File: src/hdl/lcsr_pkg.sv
/*
 * constants, field layout and state carrier for the link configuration and
 * status register bank (offsets 0x04 to 0x13 of the deserializer).
 * assumes a front end (control channel or serial management bus) that turns
 * each transaction into one byte-wide read or write strobe on the bank port.
 */
// Notes on behaviour
// - lock flag in 0x04 bit 7 is read-only and mirrors the lock pin level.
// - output enable bit loads from the enable pin level at power-up.
// - pattern test runs only while pattern check enable is set; resets to zero.
// - sleep bit power-up value comes from control direction and mode select pins.
// - two-bit base interface type picks base protocol; 00 after reset selects I2C.
// - reverse send and forward receive enables, both one after reset.
// - addressing method zero makes remote I2C master send register address.
// - equalizer gain four bits; 0100 when strap high, 1001 when low.
// - highpass cutoff two bits, reset 01; boost stays on while disable field zero.
// - error auto-clear bit clears error counters and error output; off after reset.
// - interrupt is forwarded across the link unless forward disable bit set.
// - read-only bit in 0x06 shows current interrupt output pin level.
// - each general-purpose pin driven from its drive bit; both reset to one.
// - read-only level bit per general-purpose pin returns its sampled input.
// - top bit of 0x06 at zero staggers output switching; zero by default.
// - sync glitch filters active unless disable bit in 0x08 set; reset zero.
// - eight-bit writable decoding error threshold at 0x0C, resets to zero.
// - read-only eight-bit decoding error count at 0x0D, zero after reset.
// - read-only eight-bit pattern error count at 0x0E, zero after reset.
// - master clock source zero derives audio master clock from pixel clock.
// - seven-bit audio master clock divider; zero turns the clock off.
// - mode select pin picks control-link mode while control direction pin high.

package lcsr_pkg;

    // ****************************************
    // register offsets
    // ****************************************
    localparam logic [7:0] LCSR_OFS_LINK_CONTROL   = 8'h04;
    localparam logic [7:0] LCSR_OFS_EQUALIZER      = 8'h05;
    localparam logic [7:0] LCSR_OFS_PIN_INTERRUPT  = 8'h06;
    localparam logic [7:0] LCSR_OFS_RESERVED_A     = 8'h07;
    localparam logic [7:0] LCSR_OFS_SYNC_FILTER    = 8'h08;
    localparam logic [7:0] LCSR_OFS_RESERVED_B     = 8'h09;
    localparam logic [7:0] LCSR_OFS_RESERVED_C     = 8'h0a;
    localparam logic [7:0] LCSR_OFS_RESERVED_D     = 8'h0b;
    localparam logic [7:0] LCSR_OFS_ERR_THRESHOLD  = 8'h0c;
    localparam logic [7:0] LCSR_OFS_DECODE_ERRORS  = 8'h0d;
    localparam logic [7:0] LCSR_OFS_PATTERN_ERRORS = 8'h0e;
    localparam logic [7:0] LCSR_OFS_MASTER_CLOCK   = 8'h12;
    localparam logic [7:0] LCSR_OFS_RESERVED_E     = 8'h13;

    // ****************************************
    // field positions
    // ****************************************
    // link_control
    localparam int LCSR_LC_LOCK     = 7;
    localparam int LCSR_LC_OUT_EN   = 6;
    localparam int LCSR_LC_PATTERN  = 5;
    localparam int LCSR_LC_SLEEP    = 4;
    localparam int LCSR_LC_ITYPE_HI = 3;
    localparam int LCSR_LC_ITYPE_LO = 2;
    localparam int LCSR_LC_REV_EN   = 1;
    localparam int LCSR_LC_FWD_EN   = 0;
    // equalizer_config
    localparam int LCSR_EQ_METHOD   = 7;
    localparam int LCSR_EQ_HPF_HI   = 6;
    localparam int LCSR_EQ_HPF_LO   = 5;
    localparam int LCSR_EQ_BOOST    = 4;
    localparam int LCSR_EQ_GAIN_HI  = 3;
    localparam int LCSR_EQ_GAIN_LO  = 0;
    // pin_interrupt_control
    localparam int LCSR_PI_NO_STAG  = 7;
    localparam int LCSR_PI_AUTOCLR  = 6;
    localparam int LCSR_PI_INT_DIS  = 5;
    localparam int LCSR_PI_INT_LVL  = 4;
    localparam int LCSR_PI_GP1_DRV  = 3;
    localparam int LCSR_PI_GP1_LVL  = 2;
    localparam int LCSR_PI_GP0_DRV  = 1;
    localparam int LCSR_PI_GP0_LVL  = 0;
    // sync_filter_control
    localparam int LCSR_SF_VS_DIS   = 1;
    localparam int LCSR_SF_HS_DIS   = 0;
    // master_clock_control
    localparam int LCSR_MC_SRC      = 7;

    // writable bits of the mixed registers; read-only bits are masked off, except the pin 0 level bit of 0x06
    localparam logic [7:0] LCSR_WMASK_LINK_CONTROL  = 8'h7f;
    localparam logic [7:0] LCSR_WMASK_PIN_INTERRUPT = 8'heb;

    // ****************************************
    // values after reset
    // ****************************************
    localparam logic [7:0] LCSR_RST_LINK_CONTROL  = 8'h03;
    localparam logic [7:0] LCSR_RST_EQUALIZER     = 8'h20;
    localparam logic [7:0] LCSR_RST_PIN_INTERRUPT = 8'h0a;
    localparam logic [7:0] LCSR_RST_RESERVED_A    = 8'h54;
    localparam logic [7:0] LCSR_RST_SYNC_FILTER   = 8'h30;
    localparam logic [7:0] LCSR_RST_RESERVED_B    = 8'hc8;
    localparam logic [7:0] LCSR_RST_RESERVED_C    = 8'h12;
    localparam logic [7:0] LCSR_RST_RESERVED_D    = 8'h20;
    localparam logic [7:0] LCSR_RST_THRESHOLD     = 8'h00;
    localparam logic [7:0] LCSR_RST_COUNT         = 8'h00;
    localparam logic [7:0] LCSR_RST_MASTER_CLOCK  = 8'h00;
    localparam logic [7:0] LCSR_RST_RESERVED_E    = 8'h10;
    localparam logic [3:0] LCSR_GAIN_STRAP_HIGH   = 4'h4;
    localparam logic [3:0] LCSR_GAIN_STRAP_LOW    = 4'h9;
    localparam logic [7:0] LCSR_COUNT_MAX         = 8'hff;
    localparam logic [7:0] LCSR_READ_UNMAPPED     = 8'h00;

    // ****************************************
    // state carriers
    // ****************************************
    typedef struct packed {
        logic [7:0] link_control;
        logic [7:0] equalizer_config;
        logic [7:0] pin_interrupt_control;
        logic [7:0] reserved_a;
        logic [7:0] sync_filter_control;
        logic [7:0] reserved_b;
        logic [7:0] reserved_c;
        logic [7:0] reserved_d;
        logic [7:0] error_threshold;
        logic [7:0] master_clock_control;
        logic [7:0] reserved_e;
        logic [7:0] rdata;
        logic       straps_pending;
        logic       lock_prev;
        logic       pattern_prev;
        logic       error_out;
        logic       ctl_mode_valid;
        logic       ctl_mode;
    } lcsr_state_s;

    typedef struct packed {
        logic [7:0] count;
    } lcsr_count_state_s;

endpackage : lcsr_pkg

File: src/hdl/lcsr_err_counter.sv
/*
 * saturating eight-bit error counter with a clear input.
 * assumes error events are single-cycle pulses synchronous to clk.
 */
`timescale 1ns/1ns

module lcsr_err_counter
    import lcsr_pkg::*;
(
    input  wire logic       clk,    // core clock
    input  wire logic       reset,  // asynchronous, active high
    input  wire logic       event_p, // one error seen this cycle
    input  wire logic       clear,  // restart the count
    output logic      [7:0] count   // current count
);

    lcsr_count_state_s state_ff;
    lcsr_count_state_s nxt_state;

    // ****************************************
    // next state
    // ****************************************
    always_comb begin
        nxt_state = state_ff;
        if (clear) begin
            // an error in the clearing cycle is kept, not lost
            nxt_state.count = event_p ? 8'h01 : LCSR_RST_COUNT;
        end else if (event_p && state_ff.count != LCSR_COUNT_MAX) begin
            nxt_state.count = state_ff.count + 8'h01;
        end
    end

    always_ff @(posedge clk or posedge reset) begin
        if (reset) begin
            state_ff <= '{count: LCSR_RST_COUNT};
        end else begin
            state_ff <= nxt_state;
        end
    end

    assign count = state_ff.count;

endmodule : lcsr_err_counter

File: src/hdl/lcsr_regs.sv
/*
 * link configuration and status register bank, offsets 0x04 to 0x13.
 * holds control bits for lock reporting, output enable, sleep, pattern test,
 * control channel directions, equalizer, interrupt and general-purpose pins,
 * sync filters, error counting and the audio master clock.
 * assumes the control channel / serial bus front end presents one byte access
 * per strobe, and that all pins arrive synchronous to clk.
 */
`timescale 1ns/1ns

module lcsr_regs
    import lcsr_pkg::*;
(
    input  wire logic       clk,                  // core clock, 100 MHz
    input  wire logic       reset,                // asynchronous, active high
    // register access from the control front end
    input  wire logic [7:0] reg_addr,             // byte offset
    input  wire logic       reg_wr,               // write strobe
    input  wire logic       reg_rd,               // read strobe
    input  wire logic [7:0] reg_wdata,            // write data
    output logic      [7:0] reg_rdata,            // read data, valid after reg_rd
    // pin levels
    input  wire logic       lock_pin,             // link lock output level
    input  wire logic       enable_pin,           // output enable strap
    input  wire logic       control_direction_select, // control direction strap
    input  wire logic       mode_select_pin,      // mode select strap
    input  wire logic       equalizer_strap_pin,  // equalizer strap
    input  wire logic       int_pin,              // interrupt output level
    input  wire logic       gp_pin1_in,           // general-purpose pin 1 input
    input  wire logic       gp_pin0_in,           // general-purpose pin 0 input
    // error events
    input  wire logic       decode_error,         // one line decoding error
    input  wire logic       pattern_error,        // one pattern test error
    // control outputs
    output logic            output_enable_bit,    // output drivers enabled
    output logic            pattern_check_enable, // pattern test running
    output logic            sleep,                // sleep mode request
    output logic      [1:0] base_interface_type,  // base-mode protocol
    output logic            reverse_channel_enable, // send on reverse channel
    output logic            forward_channel_enable, // receive on forward channel
    output logic            master_addressing_method, // 0: send register address
    output logic      [1:0] highpass_cutoff_select, // equalizer highpass tune
    output logic            boost_disable,        // high-frequency boost field
    output logic      [3:0] equalizer_gain_select, // equalizer gain
    output logic            error_auto_clear,     // automatic error clearing
    output logic            interrupt_forward_en, // interrupt carried over link
    output logic            gp_pin1_drive_value,  // drive for pin 1
    output logic            gp_pin0_drive_value,  // drive for pin 0
    output logic            stagger_enable,       // stagger output switching
    output logic            vsync_filter_en,      // vertical sync glitch filter
    output logic            hsync_filter_en,      // horizontal sync glitch filter
    output logic            error_out,            // decode errors above threshold
    output logic            audio_master_clock_source, // 0: from pixel clock
    output logic      [6:0] audio_master_clock_divider, // 0: clock off
    output logic            audio_master_clock_en, // master clock running
    output logic            ctl_mode_valid,       // control mode valid while direction pin high
    output logic            ctl_mode              // control-link mode from pin
);

    lcsr_state_s state_ff;
    lcsr_state_s nxt_state;
    logic  [7:0] decode_error_count;
    logic  [7:0] pattern_error_count;
    logic        decode_clear;
    logic        pattern_clear;
    logic        lock_rise;
    logic        pattern_rise;
    logic        pattern_event;
    logic  [7:0] read_value;

    // ****************************************
    // error counters
    // ****************************************
    assign lock_rise     = lock_pin && !state_ff.lock_prev;
    assign pattern_rise  = state_ff.link_control[LCSR_LC_PATTERN] && !state_ff.pattern_prev;
    // errors outside a running test are not counted
    assign pattern_event = pattern_error && state_ff.link_control[LCSR_LC_PATTERN];

    // auto-clear restarts the counters each time the link comes back into lock
    assign decode_clear  = state_ff.pin_interrupt_control[LCSR_PI_AUTOCLR] && lock_rise;
    assign pattern_clear = (state_ff.pin_interrupt_control[LCSR_PI_AUTOCLR] && lock_rise)
                         || pattern_rise;

    lcsr_err_counter u_decode_count (
        .clk     (clk),
        .reset   (reset),
        .event_p (decode_error),
        .clear   (decode_clear),
        .count   (decode_error_count)
    );

    lcsr_err_counter u_pattern_count (
        .clk     (clk),
        .reset   (reset),
        .event_p (pattern_event),
        .clear   (pattern_clear),
        .count   (pattern_error_count)
    );

    // ****************************************
    // read multiplexer
    // ****************************************
    always_comb begin
        read_value = LCSR_READ_UNMAPPED;
        unique case (reg_addr)
            LCSR_OFS_LINK_CONTROL: begin
                read_value                = state_ff.link_control;
                read_value[LCSR_LC_LOCK]  = lock_pin;
            end
            LCSR_OFS_EQUALIZER:      read_value = state_ff.equalizer_config;
            LCSR_OFS_PIN_INTERRUPT: begin
                read_value                   = state_ff.pin_interrupt_control;
                read_value[LCSR_PI_INT_LVL]  = int_pin;
                read_value[LCSR_PI_GP1_LVL]  = gp_pin1_in;
                read_value[LCSR_PI_GP0_LVL]  = gp_pin0_in;
            end
            LCSR_OFS_RESERVED_A:     read_value = state_ff.reserved_a;
            LCSR_OFS_SYNC_FILTER:    read_value = state_ff.sync_filter_control;
            LCSR_OFS_RESERVED_B:     read_value = state_ff.reserved_b;
            LCSR_OFS_RESERVED_C:     read_value = state_ff.reserved_c;
            LCSR_OFS_RESERVED_D:     read_value = state_ff.reserved_d;
            LCSR_OFS_ERR_THRESHOLD:  read_value = state_ff.error_threshold;
            LCSR_OFS_DECODE_ERRORS:  read_value = decode_error_count;
            LCSR_OFS_PATTERN_ERRORS: read_value = pattern_error_count;
            LCSR_OFS_MASTER_CLOCK:   read_value = state_ff.master_clock_control;
            LCSR_OFS_RESERVED_E:     read_value = state_ff.reserved_e;
            default:                 read_value = LCSR_READ_UNMAPPED;
        endcase
    end

    // ****************************************
    // next state
    // ****************************************
    always_comb begin
        nxt_state              = state_ff;
        nxt_state.lock_prev    = lock_pin;
        nxt_state.pattern_prev = state_ff.link_control[LCSR_LC_PATTERN];

        if (reg_rd) begin
            nxt_state.rdata = read_value;
        end

        if (reg_wr) begin
            unique case (reg_addr)
                LCSR_OFS_LINK_CONTROL: begin
                    // lock flag is status only
                    nxt_state.link_control = reg_wdata & LCSR_WMASK_LINK_CONTROL;
                end
                LCSR_OFS_EQUALIZER:     nxt_state.equalizer_config = reg_wdata;
                LCSR_OFS_PIN_INTERRUPT: begin
                    nxt_state.pin_interrupt_control = reg_wdata & LCSR_WMASK_PIN_INTERRUPT;
                end
                // reserved bytes hold whatever is written back; only defaults are meaningful
                LCSR_OFS_RESERVED_A:    nxt_state.reserved_a = reg_wdata;
                LCSR_OFS_SYNC_FILTER:   nxt_state.sync_filter_control = reg_wdata;
                LCSR_OFS_RESERVED_B:    nxt_state.reserved_b = reg_wdata;
                LCSR_OFS_RESERVED_C:    nxt_state.reserved_c = reg_wdata;
                LCSR_OFS_RESERVED_D:    nxt_state.reserved_d = reg_wdata;
                LCSR_OFS_ERR_THRESHOLD: nxt_state.error_threshold = reg_wdata;
                LCSR_OFS_MASTER_CLOCK:  nxt_state.master_clock_control = reg_wdata;
                LCSR_OFS_RESERVED_E:    nxt_state.reserved_e = reg_wdata;
                // counters and unmapped offsets ignore writes
                default: begin
                    nxt_state.rdata = nxt_state.rdata;
                end
            endcase
        end

        // straps are caught on the first edge after reset release, and win over
        // a write that lands in that same cycle
        if (state_ff.straps_pending) begin
            nxt_state.straps_pending                   = 1'b0;
            nxt_state.link_control[LCSR_LC_OUT_EN]     = enable_pin;
            nxt_state.link_control[LCSR_LC_SLEEP]      =
                control_direction_select && mode_select_pin;
            nxt_state.equalizer_config[LCSR_EQ_GAIN_HI:LCSR_EQ_GAIN_LO] =
                equalizer_strap_pin ? LCSR_GAIN_STRAP_HIGH : LCSR_GAIN_STRAP_LOW;
        end

        // error output: decode errors above threshold, dropped with the count
        if (decode_clear) begin
            nxt_state.error_out = decode_error;
        end else begin
            nxt_state.error_out = (decode_error_count > state_ff.error_threshold);
        end

        // mode pin names the control-link mode only with direction pin high
        nxt_state.ctl_mode_valid = control_direction_select;
        nxt_state.ctl_mode       = control_direction_select && mode_select_pin;
    end

    // ****************************************
    // state register
    // ****************************************
    always_ff @(posedge clk or posedge reset) begin
        if (reset) begin
            state_ff <= '{
                link_control:          LCSR_RST_LINK_CONTROL,
                equalizer_config:      LCSR_RST_EQUALIZER,
                pin_interrupt_control: LCSR_RST_PIN_INTERRUPT,
                reserved_a:            LCSR_RST_RESERVED_A,
                sync_filter_control:   LCSR_RST_SYNC_FILTER,
                reserved_b:            LCSR_RST_RESERVED_B,
                reserved_c:            LCSR_RST_RESERVED_C,
                reserved_d:            LCSR_RST_RESERVED_D,
                error_threshold:       LCSR_RST_THRESHOLD,
                master_clock_control:  LCSR_RST_MASTER_CLOCK,
                reserved_e:            LCSR_RST_RESERVED_E,
                rdata:                 LCSR_READ_UNMAPPED,
                straps_pending:        1'b1,
                lock_prev:             1'b0,
                pattern_prev:          1'b0,
                error_out:             1'b0,
                ctl_mode_valid:        1'b0,
                ctl_mode:              1'b0
            };
        end else begin
            state_ff <= nxt_state;
        end
    end

    // ****************************************
    // outputs
    // ****************************************
    assign reg_rdata                 = state_ff.rdata;

    assign output_enable_bit         = state_ff.link_control[LCSR_LC_OUT_EN];
    assign pattern_check_enable      = state_ff.link_control[LCSR_LC_PATTERN];
    assign sleep                     = state_ff.link_control[LCSR_LC_SLEEP];
    assign base_interface_type       =
        state_ff.link_control[LCSR_LC_ITYPE_HI:LCSR_LC_ITYPE_LO];
    assign reverse_channel_enable    = state_ff.link_control[LCSR_LC_REV_EN];
    assign forward_channel_enable    = state_ff.link_control[LCSR_LC_FWD_EN];

    assign master_addressing_method  = state_ff.equalizer_config[LCSR_EQ_METHOD];
    assign highpass_cutoff_select    =
        state_ff.equalizer_config[LCSR_EQ_HPF_HI:LCSR_EQ_HPF_LO];
    // boost is only off when this field is written to one
    assign boost_disable             = state_ff.equalizer_config[LCSR_EQ_BOOST];
    assign equalizer_gain_select     =
        state_ff.equalizer_config[LCSR_EQ_GAIN_HI:LCSR_EQ_GAIN_LO];

    assign error_auto_clear          = state_ff.pin_interrupt_control[LCSR_PI_AUTOCLR];
    assign interrupt_forward_en      = !state_ff.pin_interrupt_control[LCSR_PI_INT_DIS];
    assign gp_pin1_drive_value       = state_ff.pin_interrupt_control[LCSR_PI_GP1_DRV];
    assign gp_pin0_drive_value       = state_ff.pin_interrupt_control[LCSR_PI_GP0_DRV];
    assign stagger_enable            = !state_ff.pin_interrupt_control[LCSR_PI_NO_STAG];

    assign vsync_filter_en           = !state_ff.sync_filter_control[LCSR_SF_VS_DIS];
    assign hsync_filter_en           = !state_ff.sync_filter_control[LCSR_SF_HS_DIS];

    assign error_out                 = state_ff.error_out;

    assign audio_master_clock_source = state_ff.master_clock_control[LCSR_MC_SRC];
    assign audio_master_clock_divider = state_ff.master_clock_control[6:0];
    // a zero divider stops the master clock rather than dividing by zero
    assign audio_master_clock_en     = (state_ff.master_clock_control[6:0] != 7'h00);

    assign ctl_mode_valid            = state_ff.ctl_mode_valid;
    assign ctl_mode                  = state_ff.ctl_mode;

endmodule : lcsr_regs

File: config.mk
export PLATFORM = sky130hd
export DESIGN_NAME = lcsr_regs
export DESIGN_NICKNAME = d
export VERILOG_FILES = /design/src/hdl/lcsr_pkg.sv /design/src/hdl/lcsr_err_counter.sv /design/src/hdl/lcsr_regs.sv
export SDC_FILE = /design/constraint.sdc
export NUM_CORES = 1
export LEC_CHECK = 0
export ABC_AREA = 0
export BUFFER_PORTS_ARGS = -buffer_cell sky130_fd_sc_hd__buf_4
export CAP_MARGIN = 20
export CORE_UTILIZATION = 51
export CTS_BUF_LIST = sky130_fd_sc_hd__clkbuf_8
export DETAILED_ROUTE_END_ITERATION = 7
export PLACE_DENSITY = 0.74
export SLEW_MARGIN = 20
export SYNTH_ARGS = -nofsm -noshare
export SYNTH_HDL_FRONTEND = slang
export SYNTH_SLANG_ARGS = --single-unit
File: constraint.sdc
create_clock -name clk -period 2.9 [get_ports clk]
set_input_delay 0 -clock clk [delete_from_list [all_inputs] [get_ports clk]]
set_output_delay 0 -clock clk [all_outputs]
set_load 0.005 [all_outputs]
=== Word level (Yosys, flattened, before mapping) ===
Index checks and enable logic that the tools add are counted.

* Equal/unequal tests: 15
* Add/sub/neg operators: 2
* Multiplexer cells: 25
* Reductions and logical operators: 33
* Order comparisons: 1

{| class="wikitable"
|+ Operators with widths
! kind !! count
|-
| 2-to-1 mux 8 bit || 15
|-
| one-hot mux 8 bit (13 select lines) || 1
|-
| 2-to-1 mux 95 bit || 1
|-
| equality test 8 x 4 -> 1 bit (second input constant) || 7
|-
| equality test 8 x 3 -> 1 bit (second input constant) || 4
|-
| AND reduction 2 bit || 13
|-
| adder 8 x 1 -> 8 bit (second input constant) || 2
|-
| equality test 8 x 5 -> 1 bit (second input constant) || 2
|-
| != test 8 bit (second input constant) || 2
|-
| nonzero test 2 bit || 5
|-
| > comparator 8 bit || 1
|-
| 2-to-1 mux 4 bit || 2
|-
| logical AND 1 bit || 7
|-
| 2-to-1 mux 7 bit || 1
|-
| nonzero test 7 bit || 1
|-
| logical NOT 1 bit || 6
|-
| 2-to-1 mux 1 bit || 5
|-
| logical OR 1 bit || 1
|}

* Bits in registers: 115
* Output and inout bits: 42
* Input port bits: 30
* Logic and storage cells: 98

=== Logic depth before layout (Yosys ltp) ===
* Depth after elaboration: 5
* Mapped depth: 8
* Gate-level depth less buffers: 7

=== Cells and area by module ===
Synthesis repeated with hierarchy kept, for this count alone.

* Cell total of the unflattened synthesis: 566
* Area total of the unflattened synthesis: 6233.5 µm²

{| class="wikitable"
|+ By module, submodules not included
! module !! cells each !! instances !! area each (µm²) !! sequential area each (µm²)
|-
| lcsr_regs || 472 || 1 || 5332.6 || 2474.9
|-
| lcsr_err_counter || 47 || 2 || 450.4 || 200.2
|}

=== Worst setup path before layout ===
No wires, ideal clock.

* Path kind: flip-flop to flip-flop
* Start: reg u_pattern_count.state_ff (netlist bit u_pattern_count.count[0])
* End: reg u_pattern_count.state_ff (netlist bit u_pattern_count.count[6])
* Slack: 1.233 ns
* Path buffers: 0
* Stages on the path, launching flop included: 6
* Required time: 2.762 ns
* Period minus slack after synthesis: 1.667 ns
* Setup time: 0.138 ns
* Data arrival time: 1.529 ns
* Cell sequence: dfrtp_1 ha_1 a41oi_1 and3_1 xnor2_1 nor2_1

* Longest elaborated chain between the ends: 3
* Elaborated cells between the ends (all ways): 6
* Classes of those cells: 1 x add/sub; 1 x eq/ne; 2 x mux; 2 x reduce/logical

{| class="wikitable"
|+ Ends and longest elaborated chain
! what !! line !! text
|-
| from (decl) || lcsr_err_counter.sv:17 || <nowiki>lcsr_count_state_s state_ff;</nowiki>
|-
| from (signal assigned) || lcsr_err_counter.sv:35 || <nowiki>state_ff <= '{count: LCSR_RST_COUNT};</nowiki>
|-
| from (signal assigned) || lcsr_err_counter.sv:37 || <nowiki>state_ff <= nxt_state;</nowiki>
|-
| adder 8 x 1 -> 8 bit or != test 8 bit (tied branches) || lcsr_err_counter.sv:29, lcsr_err_counter.sv:28 ||
|-
| 2-to-1 mux 8 bit or logical AND 1 bit (tied branches) || lcsr_err_counter.sv:28 || <nowiki>end else if (event_p && state_ff.count != LCSR_COUNT_MAX) begin</nowiki>
|-
| 2-to-1 mux 8 bit or nonzero test 2 bit (tied branches) || n/a ||
|}

Parallel ways exist; a longest one is shown, timed or not. The select of a mux whose other input is x is not followed.
A chain may end at the register's enable or synchronous reset.

=== Final worst setup path ===
* Start: in reg_addr[6]
* End: reg state_ff (netlist bit output_enable_bit)

* Longest elaborated chain between the ends: 3

{| class="wikitable"
|+ Ends and longest elaborated chain
! what !! line !! text
|-
| from (decl) || lcsr_regs.sv:17 || <nowiki>input wire logic [7:0] reg_addr,</nowiki>
|-
| equality test 8 x 3 -> 1 bit || lcsr_regs.sv:144 || <nowiki>unique case (reg_addr)</nowiki>
|-
| nonzero test 2 bit (no line) || n/a ||
|-
| AND reduction 2 bit (no line) || n/a ||
|-
| to (signal assigned) || lcsr_regs.sv:197 || <nowiki>state_ff <= '{</nowiki>
|-
| to (signal assigned) || lcsr_regs.sv:218 || <nowiki>state_ff <= nxt_state;</nowiki>
|-
| to (decl) || lcsr_regs.sv:60 || <nowiki>lcsr_state_s state_ff;</nowiki>
|}

Every way passes these cells.

==> summary.md <==
| Metric | Value |
|---|---|
| Status | `complete, no violations` |
| CTS buffer count | `17` |
| Max clock buf depth | `2` |
| Met3 WL | `1.12 mm` |
| CTS resizes | `0` |
| Top-area cell type share of the netlist area | `39.8%` |
| Routability cong. | `0.954` |
| Clk_skew | `5.60 ps` |
| First-pass GRT wire length | `24.9 mm` |
| Asr flop ratio synth | `100%` |
| Rows | `39` |
| Detailed placer's ending HPWL | `11.0 mm` |
| Final nets | `643` |
| IO Port Bufs | `71` |
| Cell area after synthesis | `6030 um2` |
| Mapped Avg Cell Area | `11.2 um2` |
| Post-layout minimum cycle time | `2350 ps` |
| Clk root buf | `clkbuf_8` |
| M1 WL | `6.83 mm` |
| DIE AREA | `12300 um2` |
| CTS H-tree lvls | `4` |
| Req. time, crit path | `3210 ps` |
| GRT Total Usage | `26.7%` |
| Hold Path Depth | `4` |
| Io pins | `72` |
| Detailed router's first-iteration violation count | `298` |
| Power Density | `545 nW/um2` |
| Final Core Density | `61.7%` |
| Antenna viol nets, final | `0` |
| Max-slew violations | `0` |
| DR top layer | `met4` |
| Setup ws final | `552 ps` |
| Max Cap Viol | `0` |
| FF+latch count, synth | `114` |
| VDD IR max | `389 uV` |
| Worst hold start | `gp_pin0_in` |
| Fin crit share | `81.0%` |
| RSZ-0062 raised after global routing | `no` |
| Place WS | `948 ps` |
| TritonCTS sink count | `114` |
| Setup TNS | `0 ps` |
| Setup Viol. Count Final | `0` |
| Post-synth net total | `578` |
| Core Box Area | `11500 um2` |
| Final Hold Violating Endpoints | `0` |
| Area grow syn2layout | `17.3%` |
| Post-route insts no fill | `759` |
| Crit Path Category | `input port to register` |
| Worst Hold End | `reg_rdata[0]` |
| Initial DRT Pass Iterations | `5` |
| Dominant synthesized flop cell | `dfrtp_1` |
| Die Ht | `111 um` |
| Die W | `111 um` |
| Share of cells above drive strength 1 | `36.5%` |
| Setup bufs post-CTS | `0` |
| DR WL/cell | `20.7 um` |
| Syn Inst Count | `538` |
| Relative slew slack | `52.3%` |
| Setup crit end kind | `register` |
| Antenna cell count | `0` |
| Vias in the first global route | `4596` |
| Via count | `4568` |
| R2r startpoint | `u_pattern_count.count[0]` |
| Largest family of logic cells by synthesized area | `multiplexers` |
| CP startpoint kind | `input port` |
| Critical Path AT | `2660 ps` |
| Min-delay worst type | `input port to register` |
| Clock tree from TritonCTS | `done` |
| Post-synthesis sequential area ratio | `47.6%` |
| Unique masters post-synth | `66` |
| CTS Hold Bufs | `21` |
| Clock slew at reported path FFs | `60 ps` |
| Simple-gate share of the synthesized area | `11.8%` |
| R2R Path End | `u_pattern_count.count[6]` |
| Worst skew pair latency | `430 ps` |
| Multi-input logic area | `2760 um2` |
| Post-synth EDFFs | `0` |
| Register area | `2880 um2` |
| Adder-Cell Fraction of Synth Area | `2.07%` |
| Initial core utilization | `52.6%` |
| Final wirelength | `15.7 mm` |
| Compound-gate portion of the synthesized area | `11.3%` |
| Worst Tran Pin Value | `706 ps` |
| Post-synthesis mux area share | `18.8%` |
| Largest net degree at the start of global routing | `115` |
| Largest area contributor in the netlist | `dfrtp_1` |
| Fmax | `426 MHz` |
| Crit-path max FO | `7` |
| R2R depth | `5` |
| Dominant cells by area after synthesis | `dfrtp_1 (40%), mux2_2 (14%), dfstp_2 (7.8%), mux2i_1 (3.6%), buf_4 (3.1%)` |
| Via-per-instance ratio | `6.02` |
| Antenna violations before repair | `0` |
| Gr ovfl total | `0` |
| Leakage | `3.30 nW` |
| Xor and xnor fraction of the mapped netlist area | `1.60%` |
| Residual DRC | `0` |
| Fillers | `945` |
| Internal reg-to-reg setup slack | `920 ps` |
| Yosys warns | `0` |
| DP Cell Count | `706` |
| Met2 wire len | `7.42 mm` |
[cells in the mapped netlist (5+ instances only)]
| library cell | count |
|---|---|
| xnor2_1 | 6 |
| inv_1 | 20 |
| mux2_2 | 77 |
| ha_1 | 10 |
| o21ai_0 | 31 |
| nor2_1 | 20 |
| xor2_1 | 5 |
| nor3_1 | 7 |
| nand4_1 | 8 |
| a31oi_1 | 11 |
| clkbuf_1 | 11 |
| mux2i_1 | 22 |
| dfstp_2 | 18 |
| buf_4 | 25 |
| nand2_1 | 33 |
| nor2b_1 | 6 |
| o22ai_1 | 5 |
| a22oi_1 | 7 |
| a22o_1 | 5 |
| buf_2 | 8 |
| nand3_1 | 13 |
| dfrtp_1 | 96 |
| nor2_2 | 5 |
| a21oi_1 | 9 |
| o21ai_1 | 5 |
| and3_1 | 8 |
[layout by cell type (no fill, tap or decap), types with 3 or more instances in the layout]
| cell type | netlist | final |
|---|---|---|
| xnor2_1 | 6 | 6 |
| and3_1 | 8 | 8 |
| a31oi_1 | 11 | 11 |
| xor2_1 | 5 | 5 |
| mux2_2 | 77 | 77 |
| dfrtp_1 | 96 | 96 |
| dfstp_2 | 18 | 18 |
| mux2i_1 | 22 | 22 |
| o22ai_1 | 5 | 5 |
| buf_4 | 25 | 75 |
| nor2_4 | 4 | 4 |
| a21oi_1 | 9 | 9 |
| o21a_1 | 4 | 4 |
| nor3_1 | 7 | 7 |
| nand2b_1 | 3 | 3 |
| ha_1 | 10 | 10 |
| nand2_1 | 33 | 33 |
| nand4_1 | 8 | 8 |
| nand3b_1 | 3 | 3 |
| o21ai_2 | 3 | 3 |
| o211ai_1 | 3 | 3 |
| nor2_2 | 5 | 5 |
| nor2b_1 | 6 | 6 |
| dlygate4sd3_1 | 0 | 21 |
| a22o_1 | 5 | 5 |
| o21ai_0 | 31 | 31 |
| nor2_1 | 20 | 20 |
| a22oi_1 | 7 | 7 |
| inv_1 | 20 | 23 |
| clkbuf_8 | 0 | 25 |
| nand3_1 | 13 | 13 |
| o21ai_1 | 5 | 5 |
[layer usage]
metal	up-vias	track usage, %
met1	2293	36.1
li1	2052	-
met3	27	7.27
met2	196	41.0
met4	0	10.2
met5	-	0
[state kept, by name, summed over array words and instances (netlist names), 2 cells and up]
name,flops
state_ff,61
reg_rdata,8
u_decode_count.count,8
u_pattern_count.count,8
audio_master_clock_divider,7
equalizer_gain_select,4
base_interface_type,2
highpass_cutoff_select,2
[cell families (layout without fill, tap and decap cells)]
family                     Yosys count  after routing
buffers and inverters               71            149
AOI/OAI and AO/OA                  103            103
muxes                              101            101
other                                1              1
adders and majority gates           10             10
DFF                                114            114
and+or+nand+nor                    127            127
xor gates and xnor gates            11             11
[power by group]
group | switching, mW | total, mW | internal [mW] | leakage [nW]
clock network | 0.615 | 1.46 | 0.846 | 0.223
logic | 0.281 | 0.542 | 0.261 | 1.64
registers | 0.143 | 1.86 | 1.71 | 1.44
[worst max path at each step]
| stage | start | to | slack [ps] | cells after the start |
|---|---|---|---|---|
| 4_1_cts | reg_addr[6] | output_enable_bit | 560 | 8 |
| 6_report | reg_addr[6] | output_enable_bit | 550 | 8 |
| 3_5_place_dp | u_pattern_count.count[0] | u_pattern_count.count[6] | 950 | 5 |
| 3_3_place_gp | reg_addr[5] | state_ff[30] | 970 | 6 |
| 5_1_grt | reg_addr[6] | output_enable_bit | 440 | 8 |
| 2_1_floorplan | u_pattern_count.count[0] | u_pattern_count.count[6] | 1230 | 5 |
[through the flow]
stage               total power [mW]  hold WS [ps]  instance area, um2
floorplan                       2.19          31.4                6040
global placement                2.37           120                6470
detailed placement              2.40           120                6470
CTS                             3.87          33.9                7080
global route                    4.02          45.8                7080
finish                          3.86          52.3                7080
[cell type report]
type / instances / share of cell area [%]
Clock inverter: 7 / 0.778
Timing Repair Buffer: 97 / 11.2
Multi-Input combinational cell: 353 / 38.9
Tap cell: 143 / 2.53
Inverter: 20 / 1.11
Clock buffer: 25 / 4.86
Sequential cell: 114 / 40.6
[worst max-delay path, cell delays in order]
cell	delay (ps)
dlygate4sd3_1	540
buf_4	150
or4_1	630
nor2_4	340
nand3_4	170
mux2i_1	190
o21ai_0	80
dlygate4sd3_1	550
Note: power is estimated with default switching activity, not from simulation.
